$ cat src/shared/uart_efc_pkg.sv
/*
 * Constants, carriers and lookup for the per-channel enhanced-feature
 * block of a UART: register map, field layout, reset values, timing.
 * Assumes a 32-bit classic Wishbone register bus and 7-bit FIFO levels.
 */
package uart_efc_pkg;

  // ==========================================================
  // Bus and widths
  localparam int unsigned WB_ADR_W = 8;
  localparam int unsigned WB_DAT_W = 32;
  localparam int unsigned LVL_W    = 7;
  localparam int unsigned EV_W     = 4;

  // ==========================================================
  // Register byte addresses
  localparam logic [WB_ADR_W-1:0] ADR_TURN    = 8'h00;
  localparam logic [WB_ADR_W-1:0] ADR_SCRATCH = 8'h04;
  localparam logic [WB_ADR_W-1:0] ADR_FEATURE = 8'h08;
  localparam logic [WB_ADR_W-1:0] ADR_ENH     = 8'h0C;
  localparam logic [WB_ADR_W-1:0] ADR_IEN     = 8'h10;
  localparam logic [WB_ADR_W-1:0] ADR_IST     = 8'h14;
  localparam logic [WB_ADR_W-1:0] ADR_FIFO    = 8'h18;
  localparam logic [WB_ADR_W-1:0] ADR_MDM     = 8'h1C;
  localparam logic [WB_ADR_W-1:0] ADR_EVT     = 8'h20;
  localparam logic [WB_ADR_W-1:0] ADR_MASK    = 8'h24;
  localparam logic [WB_ADR_W-1:0] ADR_STATE   = 8'h28;

  // ==========================================================
  // Reset values
  localparam logic [7:0]      SCRATCH_RST = 8'hFF;
  localparam logic [7:0]      FEATURE_RST = 8'h00;
  localparam logic [7:0]      ENH_RST     = 8'h00;
  localparam logic [3:0]      TURN_RST    = 4'h0;
  localparam logic [EV_W-1:0] EV_RST      = 4'h0;

  // ==========================================================
  // Field positions
  localparam int unsigned FC_HYST_LSB  = 0;
  localparam int unsigned FC_IR_INV    = 4;
  localparam int unsigned FC_RS485     = 5;
  localparam int unsigned FC_TABLE_LSB = 6;
  localparam int unsigned EF_SWFC_LSB  = 0;
  localparam int unsigned EF_ENH       = 4;
  localparam int unsigned TURN_LSB     = 4;
  localparam int unsigned IEN_ENH_LSB  = 4;
  localparam int unsigned IST_ENH_LSB  = 4;
  localparam int unsigned FIFO_ENH_LSB = 4;
  localparam int unsigned MDM_ENH_LSB  = 5;
  localparam logic [1:0]  TABLE_D      = 2'h3;

  // Event bits
  localparam int unsigned EV_TXINT = 0;
  localparam int unsigned EV_XOFF  = 1;
  localparam int unsigned EV_XON   = 2;
  localparam int unsigned EV_TURN  = 3;

  // ==========================================================
  // Timing
  localparam int unsigned CHAR_BITS_DEF = 10;
  localparam int unsigned XOFF_CHARS    = 2;

  // ==========================================================
  // Types
  typedef struct packed {
    logic bit_tick;
    logic tx_load;
    logic hold_empty;
    logic sreg_empty;
  } tx_status_t;

  typedef struct packed {
    logic [LVL_W-1:0] level;
    logic [LVL_W-1:0] trig;
    logic [LVL_W-1:0] next_up;
    logic [LVL_W-1:0] next_dn;
  } rx_levels_t;

  typedef struct packed {
    logic [3:0] ien_hi;
    logic [1:0] ist_hi;
    logic [1:0] fifo_hi;
    logic [2:0] mdm_hi;
  } enh_bits_t;

  typedef enum logic [1:0] {
    RX_IDLE    = 2'h0,
    TX_ACTIVE  = 2'h1,
    TURNAROUND = 2'h3
  } rs485_state_t;

  // Hysteresis code to characters
  function automatic logic [LVL_W-1:0] hyst_chars(input logic [3:0] code);
    logic [LVL_W-1:0] r;
    unique case (code)
      4'h0: r = 7'h00;
      4'h1: r = 7'h04;
      4'h2: r = 7'h06;
      4'h3: r = 7'h08;
      4'h4: r = 7'h08;
      4'h5: r = 7'h10;
      4'h6: r = 7'h18;
      4'h7: r = 7'h20;
      4'h8: r = 7'h28;
      4'h9: r = 7'h2C;
      4'hA: r = 7'h30;
      4'hB: r = 7'h34;
      4'hC: r = 7'h0C;
      4'hD: r = 7'h14;
      4'hE: r = 7'h1C;
      4'hF: r = 7'h24;
    endcase
    return r;
  endfunction : hyst_chars

endpackage : uart_efc_pkg

$ cat src/design/uart_enhanced_feature_control.sv
/*
 * Enhanced-feature logic of one UART channel: half-duplex direction
 * control with turnaround delay, scratch register, trigger table and
 * hysteresis, IR receive polarity, software flow timing, write gate of
 * the protected enhanced bits, and an event interrupt.
 * Assumes the core gives one bit_tick per programmed bit time (prescaler
 * included), tx_load when a byte enters the transmitter, and FIFO levels
 * on the same clock. The IR receive pin is asynchronous.
 */
// Implementation choices: the placing of the registers and the Wishbone slave port.
module uart_enhanced_feature_control
  import uart_efc_pkg::*;
#(
  parameter int unsigned CHAR_BITS = CHAR_BITS_DEF
) (
  input  wire logic                sys_clk_i,
  input  wire logic                nrst_i,
  input  wire logic                soft_rst_i,
  input  wire logic [WB_ADR_W-1:0] wb_adr_i,
  input  wire logic [WB_DAT_W-1:0] wb_dat_i,
  input  wire logic [3:0]          wb_sel_i,
  input  wire logic                wb_we_i,
  input  wire logic                wb_cyc_i,
  input  wire logic                wb_stb_i,
  output logic [WB_DAT_W-1:0]      wb_dat_o,
  output logic                     wb_ack_o,
  input  wire tx_status_t          core_i,
  input  wire rx_levels_t          lvl_i,
  input  wire logic                ir_rx_pin_i,
  output logic                     ir_rx_data_o,
  output logic                     rts_dir_o,
  output logic                     tx_int_o,
  output logic                     flow_stop_o,
  output logic                     xoff_send_o,
  output logic                     xon_send_o,
  output logic [3:0]               sw_flow_sel_o,
  output logic [1:0]               trig_table_o,
  output enh_bits_t                enh_o,
  output logic                     irq_o
);

  localparam logic [7:0] XOFF_BITS = 8'(XOFF_CHARS * CHAR_BITS);

  // ==========================================================
  // Registers
  logic                ack_ff;
  logic [WB_DAT_W-1:0] dat_ff;
  logic [3:0]          turn_ff;
  logic [7:0]          scratch_ff;
  logic [7:0]          feature_ff;
  logic [7:0]          enh_ff;
  enh_bits_t           prot_ff;
  logic [EV_W-1:0]     evt_ff;
  logic [EV_W-1:0]     mask_ff;
  rs485_state_t        state_ff;
  rs485_state_t        nxt_state;
  logic [3:0]          tcnt_ff;
  logic                flow_stop_ff;
  logic                xoff_sent_ff;
  logic [7:0]          xcnt_ff;
  logic                xoff_ff;
  logic                xon_ff;
  logic                ir_meta_ff;
  logic                ir_sync_ff;
  logic                ir_ff;
  logic                txint_prev_ff;
  logic                turn_done;

  // ==========================================================
  // Bus slave
  logic req;
  logic wr;
  logic enh_en;
  logic clr;

  assign req    = wb_cyc_i & wb_stb_i;
  assign wr     = req & ack_ff & wb_we_i & wb_sel_i[0];
  assign enh_en = enh_ff[EF_ENH];
  assign clr    = soft_rst_i;

  always_ff @(posedge sys_clk_i or negedge nrst_i) begin
    if (!nrst_i) begin
      ack_ff <= 1'b0;
    end else begin
      ack_ff <= req & ~ack_ff;
    end
  end

  logic [7:0] rd_byte;
  always_comb begin
    rd_byte = 8'h00;
    unique case (wb_adr_i)
      ADR_SCRATCH: rd_byte = scratch_ff;
      ADR_FEATURE: rd_byte = feature_ff;
      ADR_ENH:     rd_byte = enh_ff;
      ADR_IEN:     rd_byte = {prot_ff.ien_hi, 4'h0};
      ADR_IST:     rd_byte = {2'h0, prot_ff.ist_hi, 4'h0};
      ADR_FIFO:    rd_byte = {2'h0, prot_ff.fifo_hi, 4'h0};
      ADR_MDM:     rd_byte = {prot_ff.mdm_hi, 5'h00};
      ADR_EVT:     rd_byte = {4'h0, evt_ff};
      ADR_MASK:    rd_byte = {4'h0, mask_ff};
      ADR_STATE:   rd_byte = {3'h0, flow_stop_ff, xoff_sent_ff,
                              1'b0, state_ff};
      default:     rd_byte = 8'h00;
    endcase
  end

  always_ff @(posedge sys_clk_i or negedge nrst_i) begin
    if (!nrst_i) begin
      dat_ff <= 32'h0000_0000;
    end else if (req & ~ack_ff) begin
      dat_ff <= {24'h00_0000, rd_byte};
    end
  end

  assign wb_ack_o = ack_ff;
  assign wb_dat_o = dat_ff;

  // ==========================================================
  // Configuration registers
  always_ff @(posedge sys_clk_i or negedge nrst_i) begin
    if (!nrst_i) begin
      scratch_ff <= SCRATCH_RST;
    end else if (clr) begin
      scratch_ff <= SCRATCH_RST;
    end else if (wr && wb_adr_i == ADR_SCRATCH) begin
      scratch_ff <= wb_dat_i[7:0];
    end
  end

  always_ff @(posedge sys_clk_i or negedge nrst_i) begin
    if (!nrst_i) begin
      feature_ff <= FEATURE_RST;
    end else if (clr) begin
      feature_ff <= FEATURE_RST;
    end else if (wr && wb_adr_i == ADR_FEATURE) begin
      feature_ff <= wb_dat_i[7:0];
    end
  end

  always_ff @(posedge sys_clk_i or negedge nrst_i) begin
    if (!nrst_i) begin
      enh_ff <= ENH_RST;
    end else if (clr) begin
      enh_ff <= ENH_RST;
    end else if (wr && wb_adr_i == ADR_ENH) begin
      enh_ff <= wb_dat_i[7:0];
    end
  end

  always_ff @(posedge sys_clk_i or negedge nrst_i) begin
    if (!nrst_i) begin
      turn_ff <= TURN_RST;
    end else if (clr) begin
      turn_ff <= TURN_RST;
    end else if (wr && wb_adr_i == ADR_TURN && enh_en) begin
      turn_ff <= wb_dat_i[TURN_LSB +: 4];
    end
  end

  // Protected bits hold their value while the enable is clear, unless soft reset clears them
  always_ff @(posedge sys_clk_i or negedge nrst_i) begin
    if (!nrst_i) begin
      prot_ff <= '0;
    end else if (clr) begin
      prot_ff <= '0;
    end else if (wr && enh_en) begin
      unique case (wb_adr_i)
        ADR_IEN:  prot_ff.ien_hi  <= wb_dat_i[IEN_ENH_LSB +: 4];
        ADR_IST:  prot_ff.ist_hi  <= wb_dat_i[IST_ENH_LSB +: 2];
        ADR_FIFO: prot_ff.fifo_hi <= wb_dat_i[FIFO_ENH_LSB +: 2];
        ADR_MDM:  prot_ff.mdm_hi  <= wb_dat_i[MDM_ENH_LSB +: 3];
        default: prot_ff <= prot_ff;
      endcase
    end
  end

  assign enh_o         = prot_ff;
  assign sw_flow_sel_o = enh_ff[EF_SWFC_LSB +: 4];
  assign trig_table_o  = feature_ff[FC_TABLE_LSB +: 2];

  // ==========================================================
  // Half-duplex direction control
  logic rs485_en;
  logic tx_done;
  assign rs485_en = feature_ff[FC_RS485];
  assign tx_done  = core_i.hold_empty & core_i.sreg_empty;

  always_comb begin
    nxt_state = state_ff;
    turn_done = 1'b0;
    if (!rs485_en) begin
      nxt_state = RX_IDLE;
    end else if (core_i.tx_load) begin
      nxt_state = TX_ACTIVE;
    end else begin
      unique case (state_ff)
        RX_IDLE: nxt_state = RX_IDLE;
        TX_ACTIVE: begin
          if (tx_done) begin
            if (turn_ff == 4'h0) begin
              nxt_state = RX_IDLE;
              turn_done = 1'b1;
            end else begin
              nxt_state = TURNAROUND;
            end
          end
        end
        TURNAROUND: begin
          if (core_i.bit_tick && tcnt_ff == turn_ff - 4'h1) begin
            nxt_state = RX_IDLE;
            turn_done = 1'b1;
          end
        end
        default: nxt_state = RX_IDLE;
      endcase
    end
  end

  always_ff @(posedge sys_clk_i or negedge nrst_i) begin
    if (!nrst_i) begin
      state_ff <= RX_IDLE;
    end else if (clr) begin
      state_ff <= RX_IDLE;
    end else begin
      state_ff <= nxt_state;
    end
  end

  // Bit-time counter of the turnaround delay
  always_ff @(posedge sys_clk_i or negedge nrst_i) begin
    if (!nrst_i) begin
      tcnt_ff <= 4'h0;
    end else if (clr || state_ff != TURNAROUND) begin
      tcnt_ff <= 4'h0;
    end else if (core_i.bit_tick) begin
      tcnt_ff <= tcnt_ff + 4'h1;
    end
  end

  assign rts_dir_o = rs485_en && state_ff != RX_IDLE;
  assign tx_int_o  = rs485_en ? core_i.sreg_empty
                              : core_i.hold_empty;

  // ==========================================================
  // Flow-control thresholds
  logic [LVL_W-1:0] hyst;
  logic             use_hyst;
  logic [LVL_W-1:0] upper;
  logic [LVL_W-1:0] lower;

  always_comb begin
    hyst     = hyst_chars(feature_ff[FC_HYST_LSB +: 4]);
    use_hyst = trig_table_o == TABLE_D && hyst != 7'h00;
    if (use_hyst) begin
      upper = LVL_W'(lvl_i.trig + hyst);
      lower = (lvl_i.trig > hyst) ? LVL_W'(lvl_i.trig - hyst) : 7'h00;
    end else begin
      upper = lvl_i.next_up;
      lower = lvl_i.next_dn;
    end
  end

  always_ff @(posedge sys_clk_i or negedge nrst_i) begin
    if (!nrst_i) begin
      flow_stop_ff <= 1'b0;
    end else if (clr) begin
      flow_stop_ff <= 1'b0;
    end else if (lvl_i.level >= upper) begin
      flow_stop_ff <= 1'b1;
    end else if (lvl_i.level < lower) begin
      flow_stop_ff <= 1'b0;
    end
  end

  assign flow_stop_o = flow_stop_ff;

  // ==========================================================
  // Software flow: Xoff after two characters, Xon below lower level
  logic swfc_tx;
  assign swfc_tx = enh_ff[EF_SWFC_LSB + 2] | enh_ff[EF_SWFC_LSB + 3];

  always_ff @(posedge sys_clk_i or negedge nrst_i) begin
    if (!nrst_i) begin
      xoff_sent_ff <= 1'b0;
      xcnt_ff      <= 8'h00;
      xoff_ff      <= 1'b0;
      xon_ff       <= 1'b0;
    end else if (clr || !swfc_tx) begin
      xoff_sent_ff <= 1'b0;
      xcnt_ff      <= 8'h00;
      xoff_ff      <= 1'b0;
      xon_ff       <= 1'b0;
    end else begin
      xoff_ff <= 1'b0;
      xon_ff  <= 1'b0;
      if (!xoff_sent_ff) begin
        if (lvl_i.level < lvl_i.trig) begin
          xcnt_ff <= 8'h00;
        end else if (core_i.bit_tick) begin
          if (xcnt_ff == XOFF_BITS - 8'h01) begin
            xcnt_ff      <= 8'h00;
            xoff_ff      <= 1'b1;
            xoff_sent_ff <= 1'b1;
          end else begin
            xcnt_ff <= xcnt_ff + 8'h01;
          end
        end
      end else if (lvl_i.level < lower) begin
        xon_ff       <= 1'b1;
        xoff_sent_ff <= 1'b0;
      end
    end
  end

  assign xoff_send_o = xoff_ff;
  assign xon_send_o  = xon_ff;

  // ==========================================================
  // Infrared receive polarity
  always_ff @(posedge sys_clk_i or negedge nrst_i) begin
    if (!nrst_i) begin
      ir_meta_ff <= 1'b0;
      ir_sync_ff <= 1'b0;
      ir_ff      <= 1'b0;
    end else begin
      ir_meta_ff <= ir_rx_pin_i;
      ir_sync_ff <= ir_meta_ff;
      ir_ff      <= ir_sync_ff ^ feature_ff[FC_IR_INV];
    end
  end

  assign ir_rx_data_o = ir_ff;

  // ==========================================================
  // Event interrupt: sticky, write one to clear, set wins
  logic [EV_W-1:0] ev_set;
  logic [EV_W-1:0] ev_clr;

  always_comb begin
    ev_set           = '0;
    ev_set[EV_TXINT] = tx_int_o & ~txint_prev_ff;
    ev_set[EV_XOFF]  = xoff_ff;
    ev_set[EV_XON]   = xon_ff;
    ev_set[EV_TURN]  = turn_done;
    ev_clr = (wr && wb_adr_i == ADR_EVT) ? wb_dat_i[EV_W-1:0] : '0;
  end

  always_ff @(posedge sys_clk_i or negedge nrst_i) begin
    if (!nrst_i) begin
      txint_prev_ff <= 1'b1; // Idle interrupt level
      evt_ff        <= EV_RST;
    end else if (clr) begin
      txint_prev_ff <= 1'b1; // Idle interrupt level
      evt_ff        <= EV_RST;
    end else begin
      txint_prev_ff <= tx_int_o;
      evt_ff        <= (evt_ff & ~ev_clr) | ev_set;
    end
  end

  always_ff @(posedge sys_clk_i or negedge nrst_i) begin
    if (!nrst_i) begin
      mask_ff <= EV_RST;
    end else if (clr) begin
      mask_ff <= EV_RST;
    end else if (wr && wb_adr_i == ADR_MASK) begin
      mask_ff <= wb_dat_i[EV_W-1:0];
    end
  end

  assign irq_o = |(evt_ff & mask_ff);

endmodule : uart_enhanced_feature_control

$ cat config.mk
export PLATFORM = sky130hd
export DESIGN_NAME = uart_enhanced_feature_control
export DESIGN_NICKNAME = d
export VERILOG_FILES = /design/src/shared/uart_efc_pkg.sv /design/src/design/uart_enhanced_feature_control.sv
export SDC_FILE = /design/constraint.sdc
export NUM_CORES = 1
export LEC_CHECK = 0
export BUFFER_PORTS_ARGS = -buffer_cell sky130_fd_sc_hd__buf_2
export CAP_MARGIN = 30
export CORE_MARGIN = 4
export CORE_UTILIZATION = 35
export CTS_CLUSTER_SIZE = 24
export DETAILED_ROUTE_END_ITERATION = 16
export SYNTH_ARGS = -nofsm -noshare
export SYNTH_HDL_FRONTEND = slang
export SYNTH_SLANG_ARGS = --single-unit
$ cat constraint.sdc
create_clock -name sys_clk_i -period 8.85 [get_ports sys_clk_i]
set_input_delay 1.77 -clock sys_clk_i [delete_from_list [all_inputs] [get_ports sys_clk_i]]
set_output_delay 1.77 -clock sys_clk_i [all_outputs]
set_load 0.05 [all_outputs]
==> key figures, run 1 <==
Pwr
  – Power per cell area: between 100 and 150 nW/um2
  – Worst-case vdd ir drop: between 0.09 and 0.1 mV
  – Pleak: between 2 and 3 nW

Layout
  – # fillers: between 1500 and 2000
  – Commonest non-fill, non-tap cell in the layout: buf_2
  – Commonest cells after routing, fill and taps aside: buf_2, nand2_1, dfrtp_1
  – Area Overhead vs Synth: 13.9%
  – Layout cell share with drive strength beyond 1: 20.7%
  – Diode count: 0
  – # nets final: around 790

Yosys
  – Post-synthesis async set-or-reset flop share: 100%
  – Post-synth EDFFs: 0
  – Mux share of post-synthesis cell area: under 10%
  – Syn Area/Cell: about 9 um2
  – Post-Synth Adder-Cell Area: slightly below 9%
  – Post-synthesis compound-gate area fraction: between 10% and 20%
  – Synthesis warning total: 0
  – Main combinational cell family by area after synthesis: simple AND/OR/NAND/NOR gates
  – XOR/XNOR Fraction of Synth Area: under 10%
  – Seq/Total Area, Yosys: a little over a third
  – Ys flop type: dfrtp_1
  – Yosys reg bits: between 70 and 80
  – Synth unique cells: between 70 and 80
  – Post-synthesis simple-gate area fraction: a little over a fifth
  – Post-Syn Area: approximately 5400 um2
  – Syn Inst Count: roughly 600

Detailed routing
  – Initial detailed-routing violation count: approximately 330
  – Routed WL: ~14000 um
  – Post-route DRC: 0
  – Post-route ant nets: 0
  – Vias: around 4500
  – Vias per cell: around 5.3
  – Iteration count of the initial detailed-routing pass: 5
  – Wire length per cell: roughly 16 um

Worst setup path
  – CP Class: input pin to register
  – CP Capture Type: register
  – Reg-to-Reg Start: feature_ff[0]
  – Crit-path max FO: 8
  – R2R setup slack: about 4500 ps
  – Worst setup SP type: input pin
  – Arrival @ worst endpoint: 4800 ps
  – Reg-to-Reg End: flow_stop_o
  – Worst EP required: 9020 ps
  – R2r worst-path depth: 13
  – CP max stage cell: or4_1
  – CP max stage delay: 570 ps
  – Critical Path, Cell by Cell: buf_2 -> ha_1 -> or4_1 -> o41ai_2 -> nor2_1 -> a21oi_1 -> ha_1 -> a21o_1 -> a21o_1 -> a2111oi_4 -> o221ai_1

STA
  – Setup TNS: 0 ps
  – Post-route setup slack: between 4000 and 5000 ps
  – Tcrit/Tclk final: between 50% and 60%
  – Setup violators final: 0
  – Fin. max-slew vios: 0
  – Slew @ Worst Pin: approximately 940 ps
  – Unrepaired setup endpoints after global routing: false
  – Post-Route Skew: just over 8 ps
  – Minimum clock period: approximately 4600 ps
  – Endpoints failing hold: 0
  – Max Clock Freq: 0.216 GHz
  – Rel. slew slack: 37.2%

Clock network
  – CTS Buf Count: 9
  – Max clock buf depth: 2
  – Root Buffer: clkbuf_16
  – CTS tree: yes
  – Clk_lat worst skew: 330 ps
  – Worst-path clk slew: 60 ps
  – Clk sinks: slightly below 80
  – Hold-fix buffers, CTS: 0
  – CTS resizes: 0
  – Post-CTS setup repair buffer count: 0
  – H-tree Lvls: 3

Worst hold path
  – Hold path cells: 0
  – Hold_sp: ir_meta_ff
  – Hold Crit Class: register to register
  – Hold EP: ir_sync_ff

Die
  – Initial core utilization: between 30% and 40%
  – Die height: between 100 and 150 um
  – Horiz. Die Dim: roughly 130 um
  – Ports: 140
  – Row Count: 45
  – Core box area: 15200 um2
  – Die ar.: ~18000 um2

Global route
  – GRT Total Usage: 15.9%
  – Pin count of the biggest net entering global routing: between 70 and 80
  – Total grt overflow: 0
  – First-pass GRT wire length: approximately 23000 um
  – Initial antenna violation count: 0
  – Vias in the first global route: 4400

Place
  – RePlAce Congestion: between 0.8 and 0.9
  – PortBufs: just under 90
  – Pre-CTS setup slack: 3880 ps
  – HPWL after detailed placement: about 11000 um

Outcome
  – Status: complete, no violations

Job
  – Max-cap violation count: 0
[kinds of logic after synthesis]
logic type | count (synthesis)
compound gates | 148
fa+ha+maj | 37
xor+xnor | 20
other cells | 1
mux | 15
buf+inv | 85
simple gates | 218
flops | 78
[cell type report]
| class | instances | area (um2) | share of cell area (%) |
|---|---|---|---|
| multi-input cells | 462 | 3070 | 49.6 |
| clock inverters | 5 | 82.6 | 1.34 |
| well taps | 188 | 235 | 3.80 |
| flip-flops and latches | 78 | 1960 | 31.7 |
| inverters | 30 | 113 | 1.82 |
| repair buffers | 90 | 478 | 7.73 |
| clock buffers | 11 | 243 | 3.93 |
[sequential cells by signal, indices dropped and copies added (netlist names), 2 cells and up]
name and flops:
tcnt_ff 4, xcnt_ff 8, enh_ff 8, state_ff 2
scratch_ff 8, mask_ff 4, wb_dat_o 8, feature_ff 8
enh_o 11, evt_ff 4, turn_ff 4
[power breakdown]
group	internal, mW	switching (mW)	total [mW]	leakage, nW
sequential	0.359	0.00168	0.361	1.05
combinational	0.0331	0.0801	0.113	1.59
clock	0.255	0.144	0.400	0.160
total	0.647	0.226	0.873	2.80
[worst max path at each step]
stage,slack [ps],start,end
5_1_grt,4040,lvl_i[18],flow_stop_o
2_1_floorplan,4280,lvl_i[18],flow_stop_o
6_report,4220,lvl_i[18],flow_stop_o
4_1_cts,4210,lvl_i[18],flow_stop_o
3_5_place_dp,3880,lvl_i[18],flow_stop_o
3_3_place_gp,3910,lvl_i[18],flow_stop_o
[layer usage]
metal	GRT usage [%]	routed length (um)	up-vias	part of all wire (%)
met5	0	0	-	0
met1	22.2	6300	2185	45
met4	2.66	111	0	0.78
li1	-	-	2214	-
met3	2.66	847	11	6.0
met2	26.5	6890	128	49
[synth_stat cells (3+ instances only)]
library cell | count | area [um2]
buf_6 | 5 | 56.3
a31oi_1 | 6 | 37.5
and3_1 | 3 | 18.8
clkbuf_1 | 12 | 45.0
nor2b_1 | 3 | 18.8
dfstp_2 | 9 | 236
o21ai_0 | 11 | 55.1
inv_1 | 30 | 113
nor2_1 | 54 | 203
buf_2 | 7 | 35.0
a21oi_1 | 54 | 270
a21o_1 | 10 | 75.1
nand3b_1 | 9 | 67.6
a211oi_1 | 3 | 22.5
a22oi_1 | 18 | 135
nand2b_1 | 6 | 37.5
mux2i_1 | 14 | 140
o21ai_1 | 13 | 65.1
ha_1 | 35 | 438
o21bai_1 | 4 | 30.0
nand4_1 | 3 | 18.8
xor2_1 | 9 | 78.8
dfrtp_1 | 69 | 1730
or4b_1 | 3 | 30.0
xnor2_1 | 11 | 96.3
o211ai_1 | 3 | 22.5
or3_1 | 3 | 18.8
nor2_4 | 4 | 45.0
nand2_1 | 76 | 285
nand3_1 | 30 | 150
buf_4 | 31 | 233
[per-stage QoR]
| step | cells | power [mW] | hold slack, ps | util [%] | cell area, um2 |
|---|---|---|---|---|---|
| floorplan | 625 | 0.448 | 331 | - | 5510 |
| global placement | 847 | 0.476 | 356 | 38.4 | 5830 |
| detailed placement | 847 | 0.479 | 346 | 38.4 | 5830 |
| CTS | 863 | 0.879 | 358 | 40.5 | 6160 |
| global route | 864 | 0.910 | 372 | 40.7 | 6180 |
| finish | 864 | 0.873 | 355 | 40.7 | 6180 |
[critical path, delay by kind of cell]
| kind | cells | cell delay [ps] |
|---|---|---|
| AND/OR/NAND/NOR | 2 | 680 |
| buffers and inverters | 1 | 130 |
| AO/OA/AOI/OAI | 6 | 1540 |
| adder cells (fa/ha/maj) | 2 | 680 |
Power figures use the tool's default switching activity.
==> inputs of run 2 (changes only) <==
==> constraint.sdc (replaced) <==
create_clock -name sys_clk_i -period 4.3 [get_ports sys_clk_i]
set_input_delay 0.86 -clock sys_clk_i [delete_from_list [all_inputs] [get_ports sys_clk_i]]
set_output_delay 0.86 -clock sys_clk_i [all_outputs]
set_load 0.05 [all_outputs]
==> key figures, run 2 (synthesized netlist as in run 1, its figures left out) <==
Layout
  – # fillers: 1532 (+0.46%)
  – Area of the multi-input gates: 3080 um2 (+0.37%)
  – Storage cell area: 1960 um2 (unchanged)
  – Commonest cells after routing, fill and taps aside: buf_2, nand2_1, dfrtp_1
  – Final Cell Area: 6200 um2 (+0.28%)
  – Layout cell share with drive strength beyond 1: 21.2% (+0.50 points)
  – Layout Cells excl Fill: 867 (+0.35%)
  – Diode count: 0 (unchanged)
  – Commonest non-fill, non-tap cell in the layout: buf_2
  – Area Overhead vs Synth: 14.2%
  – Final core occ: 40.8% (+0.12 points)
  – Max reg flops: 11 (unchanged)
  – # nets final: 794 (+0.38%)

Worst setup path
  – CP Class: register to register
  – Crit-path max FO: 6 (-2)
  – Arrival @ worst endpoint: 4190 ps (-610 ps)
  – Crit. Startpoint: feature_ff[0]
  – CP Capture Type: register
  – Worst EP required: 4490 ps (-4530 ps)
  – Worst setup SP type: register
  – Reg-to-Reg Start: feature_ff[0]

STA
  – Fin. max-slew vios: 0 (unchanged)
  – Setup TNS: 0 ps (unchanged)
  – Max Clock Freq: roughly 0.25 GHz
  – Tcrit/Tclk final: between 90% and 100%
  – Endpoints failing hold: 0 (unchanged)
  – Minimum clock period: roughly 4000 ps
  – Rel. slew slack: 53.6% (+16 points)
  – Setup violators final: 0 (unchanged)
  – Slew @ Worst Pin: 696 ps (-246 ps)
  – Unrepaired setup endpoints after global routing: false
  – Post-route setup slack: 298 ps (-3920 ps)
  – Post-Route Skew: 8.78 ps (+0.658 ps)

Worst hold path
  – Hold Crit Class: input pin to asynchronous set/reset pin

Die
  – Die ar.: 17600 um2 (unchanged)
  – Core box area: 15200 um2 (unchanged)
  – Row Count: 45 (unchanged)
  – Horiz. Die Dim: 133 um (unchanged)
  – Initial core utilization: 35.7% (unchanged)
  – Ports: 140 (unchanged)
  – Die height: 133 um (unchanged)

Detailed routing
  – Wire length per cell: 16.5 um (+0.81%)
  – Vias per cell: 5.35 (+1.9%)
  – Iteration count of the initial detailed-routing pass: 5 (unchanged)
  – Routed WL: 14300 um (+1.2%)
  – Vias: 4642 (+2.3%)
  – Post-route ant nets: 0 (unchanged)
  – Post-route DRC: 0 (unchanged)
  – Initial detailed-routing violation count: 375 (+14%)

Job
  – Max-cap violation count: 0 (unchanged)

Clock network
  – Worst-path clk slew: 60 ps (about the same)
  – Hold-fix buffers, CTS: 0 (unchanged)
  – Clk_lat worst skew: 340 ps (about the same)
  – Clk sinks: 78 (unchanged)
  – CTS Buf Count: 9 (unchanged)
  – Root Buffer: clkbuf_16
  – CTS tree: yes
  – H-tree Lvls: 3 (unchanged)
  – Max clock buf depth: 2 (unchanged)

Global route
  – Initial antenna violation count: 0 (unchanged)
  – Top Usage Layer GRT: met2
  – Met1 Use GR: 21.1% (-1.1 points)
  – First-pass GRT wire length: 22900 um (-0.95%)
  – GRT Total Usage: 15.9% (-0.043 points)
  – GRT met3 Usage: 3.80% (+1.1 points)
  – M2 GR Usage: 25.8% (-0.68 points)
  – Total grt overflow: 0 (unchanged)
  – Vias in the first global route: 4493 (+2.1%)
  – Pin count of the biggest net entering global routing: 79 (unchanged)

Place
  – PortBufs: 88 (unchanged)
  – RePlAce Congestion: 0.861 (-3.1%)
  – DP Area: 5850 um2 (+0.39%)
  – Cells after DPL: 850 (+0.35%)
  – Pre-CTS setup slack: 184 ps (-3690 ps)
  – HPWL after detailed placement: 10900 um (about the same)

Pwr
  – Pleak: 2.80 nW (about the same)
  – Worst-case vdd ir drop: 0.165 mV (+80%)
  – Power per cell area: 284 nW/um2 (+100%)

Outcome
  – Status: complete, no violations
## run 2: worst max-delay path, cell delays in order, from the launching register on
cell,delay (ps)
dfrtp_1,440
inv_1,70
ha_1,320
o31ai_1,300
buf_4,180
inv_1,60
ha_1,170
o21bai_1,150
a21oi_1,250
o21bai_1,90
a21oi_1,200
xnor2_1,150
a2bb2oi_1,250
ha_1,310
nand4_1,190
nor2_1,120
a2111oi_4,420
o221ai_1,180
## run 2: layer usage
metal	wire length, um	part of all wire (%)
met2	6980	49
met3	914	6.4
met1	6220	43
met4	191	1.3
met5	0	0
## run 2: worst paths after layout
kind	endpoint	slack, ps	cells past startpoint
max in group asynchronous	scratch_ff[6]	3370	2
min in group sys_clk_i	ir_sync_ff	360	0
setup reg to reg	flow_stop_o	300	17
hold / removal	wb_dat_o[4]	320	1
setup / recovery	flow_stop_o	300	17
hold reg to reg	ir_sync_ff	360	0
## run 2: repair_timing
action	CTS	global route
setup buffers	0	0
gates resized for setup	0	1
hold endpoints to repair	0	0
setup endpoints to repair	0	2
## run 2: stage by stage
| stage | total power, mW | hold WS (ps) |
|---|---|---|
| finish | 1.76 | 321 |
| CTS | 1.77 | 370 |
| global placement | 0.982 | 356 |
| detailed placement | 0.987 | 357 |
| global route | 1.82 | 313 |
| floorplan | 0.923 | 331 |
## run 2: report_power, final
part | switching (mW) | internal, mW
clock network | 0.314 | 0.468
logic | 0.166 | 0.0690
registers | 0.00343 | 0.739
total | 0.484 | 1.28
## run 2: final cells by class
| class | count | area share (%) |
|---|---|---|
| Sequential cell | 78 | 31.7 |
| Tap cell | 188 | 3.79 |
| Multi-Input combinational cell | 462 | 49.7 |
| Inverter | 30 | 1.82 |
| Clock inverter | 6 | 1.13 |
| Clock buffer | 10 | 3.85 |
| Timing Repair Buffer | 93 | 8.07 |
==> inputs of run 3 (changes only) <==
--- a/config.mk
+++ b/config.mk
@@ -6,11 +6,12 @@
 export NUM_CORES = 1
 export LEC_CHECK = 0
 export BUFFER_PORTS_ARGS = -buffer_cell sky130_fd_sc_hd__buf_2
-export CAP_MARGIN = 30
+export CAP_MARGIN = 40
 export CORE_MARGIN = 4
 export CORE_UTILIZATION = 35
 export CTS_CLUSTER_SIZE = 24
 export DETAILED_ROUTE_END_ITERATION = 16
+export RECOVER_POWER = 100
 export SYNTH_ARGS = -nofsm -noshare
 export SYNTH_HDL_FRONTEND = slang
 export SYNTH_SLANG_ARGS = --single-unit
==> key figures, run 3 (synthesized netlist as in run 1, its figures left out) <==
Global route
  – Pin count of the biggest net entering global routing: 53 (-33%)
  – Initial antenna violation count: 0 (unchanged)
  – Vias in the first global route: 4454 (-0.87%)
  – GRT Total Usage: 15.8% (-0.035 points)
  – First-pass GRT wire length: 22900 um (-0.15%)
  – Total grt overflow: 0 (unchanged)

STA
  – Endpoints failing hold: 0 (unchanged)
  – Max Clock Freq: 0.251 GHz (+0.29%)
  – Rel. slew slack: -41.4% (-95 points)
  – Post-Route Skew: 9.64 ps (+0.860 ps)
  – Unrepaired setup endpoints after global routing: false
  – Tcrit/Tclk final: 92.8% (-0.27 points)
  – Setup violators final: 0 (unchanged)
  – Fin. max-slew vios: 40 (+40)
  – Slew @ Worst Pin: 2120 ps (+1430 ps)
  – Minimum clock period: 3990 ps (-11.5 ps)
  – Post-route setup slack: 310 ps (+11.5 ps)
  – Setup TNS: 0 ps (unchanged)

Worst setup path
  – CP Capture Type: register
  – Crit. Startpoint: feature_ff[0]
  – Reg-to-Reg Start: feature_ff[0]
  – Worst EP required: 4490 ps (about the same)
  – CP Class: register to register
  – Arrival @ worst endpoint: 4180 ps (about the same)
  – Crit-path max FO: 6 (unchanged)
  – CP max stage delay: 430 ps (about the same)
  – CP max stage cell: dfrtp_1
  – Worst setup SP type: register
  – Critical Path, Cell by Cell: inv_1 -> ha_1 -> o31ai_1 -> buf_4 -> inv_1 -> ha_1 -> o21bai_1 -> a21oi_1 -> o21bai_1 -> a21oi_1 -> xnor2_1 -> a2bb2oi_1 -> ha_1 -> nand4_1 -> nor2_1 -> a2111oi_4 -> o221ai_1
  – Top cell by count, worst path: ha_1

Die
  – Core box area: 15200 um2 (unchanged)
  – Horiz. Die Dim: 133 um (unchanged)
  – Die height: 133 um (unchanged)
  – Ports: 140 (unchanged)
  – Initial core utilization: 35.7% (unchanged)
  – Row Count: 45 (unchanged)
  – Die ar.: 17600 um2 (unchanged)

Clock network
  – Max clock buf depth: 2 (unchanged)
  – Clk sinks: 78 (unchanged)
  – Hold-fix buffers, CTS: 0 (unchanged)
  – CTS Buf Count: 9 (unchanged)
  – CTS tree: yes
  – Worst-path clk slew: 60 ps (about the same)
  – H-tree Lvls: 3 (unchanged)
  – Root Buffer: clkbuf_16
  – Clk_lat worst skew: 340 ps (about the same)
  – Post-CTS setup repair buffer count: 0 (unchanged)

Worst hold path
  – Hold Crit Class: register to register
  – Hold_sp: ir_meta_ff

Outcome
  – Failing checks: max-capacitance violations, max-slew violations
  – Status: complete, but fails checks

Layout
  – # fillers: 1550 (+1.2%)
  – # nets final: 794 (unchanged)
  – Diode count: 0 (unchanged)
  – Area Overhead vs Synth: 11.6%
  – Layout cell share with drive strength beyond 1: 14.3% (-6.9 points)
  – Max reg flops: 11 (unchanged)
  – Commonest non-fill, non-tap cell in the layout: nand2_1
  – Area of the multi-input gates: 3000 um2 (-2.7%)
  – Storage cell area: 1960 um2 (unchanged)
  – Commonest cells after routing, fill and taps aside: nand2_1, dfrtp_1, nor2_1

Detailed routing
  – Post-route ant nets: 0 (unchanged)
  – Wire length per cell: 16.5 um (about the same)
  – Initial detailed-routing violation count: 298 (-21%)
  – Post-route DRC: 0 (unchanged)
  – Routed WL: 14300 um (about the same)
  – Vias per cell: 5.32 (-0.60%)
  – Iteration count of the initial detailed-routing pass: 5 (unchanged)
  – Vias: 4614 (-0.60%)

Place
  – HPWL after detailed placement: 11100 um (+1.8%)
  – Pre-CTS setup slack: 192 ps (+8.61 ps)
  – PortBufs: 88 (unchanged)
  – RePlAce Congestion: 0.861 (unchanged)

Job
  – Max-cap violation count: 1 (+1)

Pwr
  – Worst-case vdd ir drop: 0.169 mV (+1.9%)
  – Power per cell area: 294 nW/um2 (+3.6%)
  – Pleak: 2.60 nW (-7.1%)
==> run 3: cell count changes in the layout (fill, tap and decap cells not counted), sizes merged <==
cell      before  now
buf           93   55
clkbuf        10   47
clkinvlp       3    0
bufinv         1    2
clkinv         1    4
==> run 3: stage by stage <==
stage               utilization (%)  area (um2)  total power, mW  cells  hold WS (ps)
global route                   39.9        6060             1.85    867           376
detailed placement             38.6        5870            0.989    851           357
finish                         39.9        6060             1.78    867           360
global placement               38.5        5850            0.982    850           356
CTS                            40.7        6190             1.81    867           370
floorplan                         -        5510            0.923    625           331
==> run 3: final timing paths <==
check / to / slack (ps) / depth (start not counted)
worst max-delay path: flow_stop_o / 310 / 17
worst min-delay path: ir_sync_ff / 360 / 0
worst max register to register: flow_stop_o / 310 / 17
worst min register to register: ir_sync_ff / 360 / 0
max in group asynchronous: enh_o[5] / 1260 / 2
min in group asynchronous: wb_dat_o[7] / 1140 / 1
==> run 3: report_power, final <==
group	total, mW	internal (mW)	switching [mW]
Combinational	0.227	0.0647	0.162
Sequential	0.742	0.739	0.00344
Clock	0.812	0.510	0.302
==> run 3: metal layers <==
layer | vias up | GRT usage (%) | share of wire [%]
met5 | - | 0 | 0
met4 | 0 | 3.29 | 1.0
li1 | 2209 | - | -
met3 | 13 | 3.31 | 5.6
met2 | 143 | 26.8 | 49
met1 | 2249 | 21.0 | 44
==> run 3: area by class of cell <==
type,instances,share of cell area [%]
Tap cell,188,3.88
Clock buffer,9,3.72
Inverter,30,1.86
Timing Repair Buffer,93,7.08
Multi-Input combinational cell,462,49.5
Sequential cell,78,32.4
Clock inverter,7,1.59
==> run 3: worst max-delay path, delay by kind of cell, from the launching register on <==
family | cells | cell delay, ps
AOI/OAI and AO/OA | 8 | 1830
DFF | 1 | 430
xor gates and xnor gates | 1 | 150
buffers and inverters | 3 | 300
adders and majority gates | 3 | 810
and+or+nand+nor | 2 | 310
==> run 3: repair_timing <==
| action | 4_1_cts | 5_1_grt |
|---|---|---|
| endpoints found under the hold margin | 0 | 0 |
| gates resized for setup | 0 | 1 |
| setup endpoints to repair | 0 | 1 |
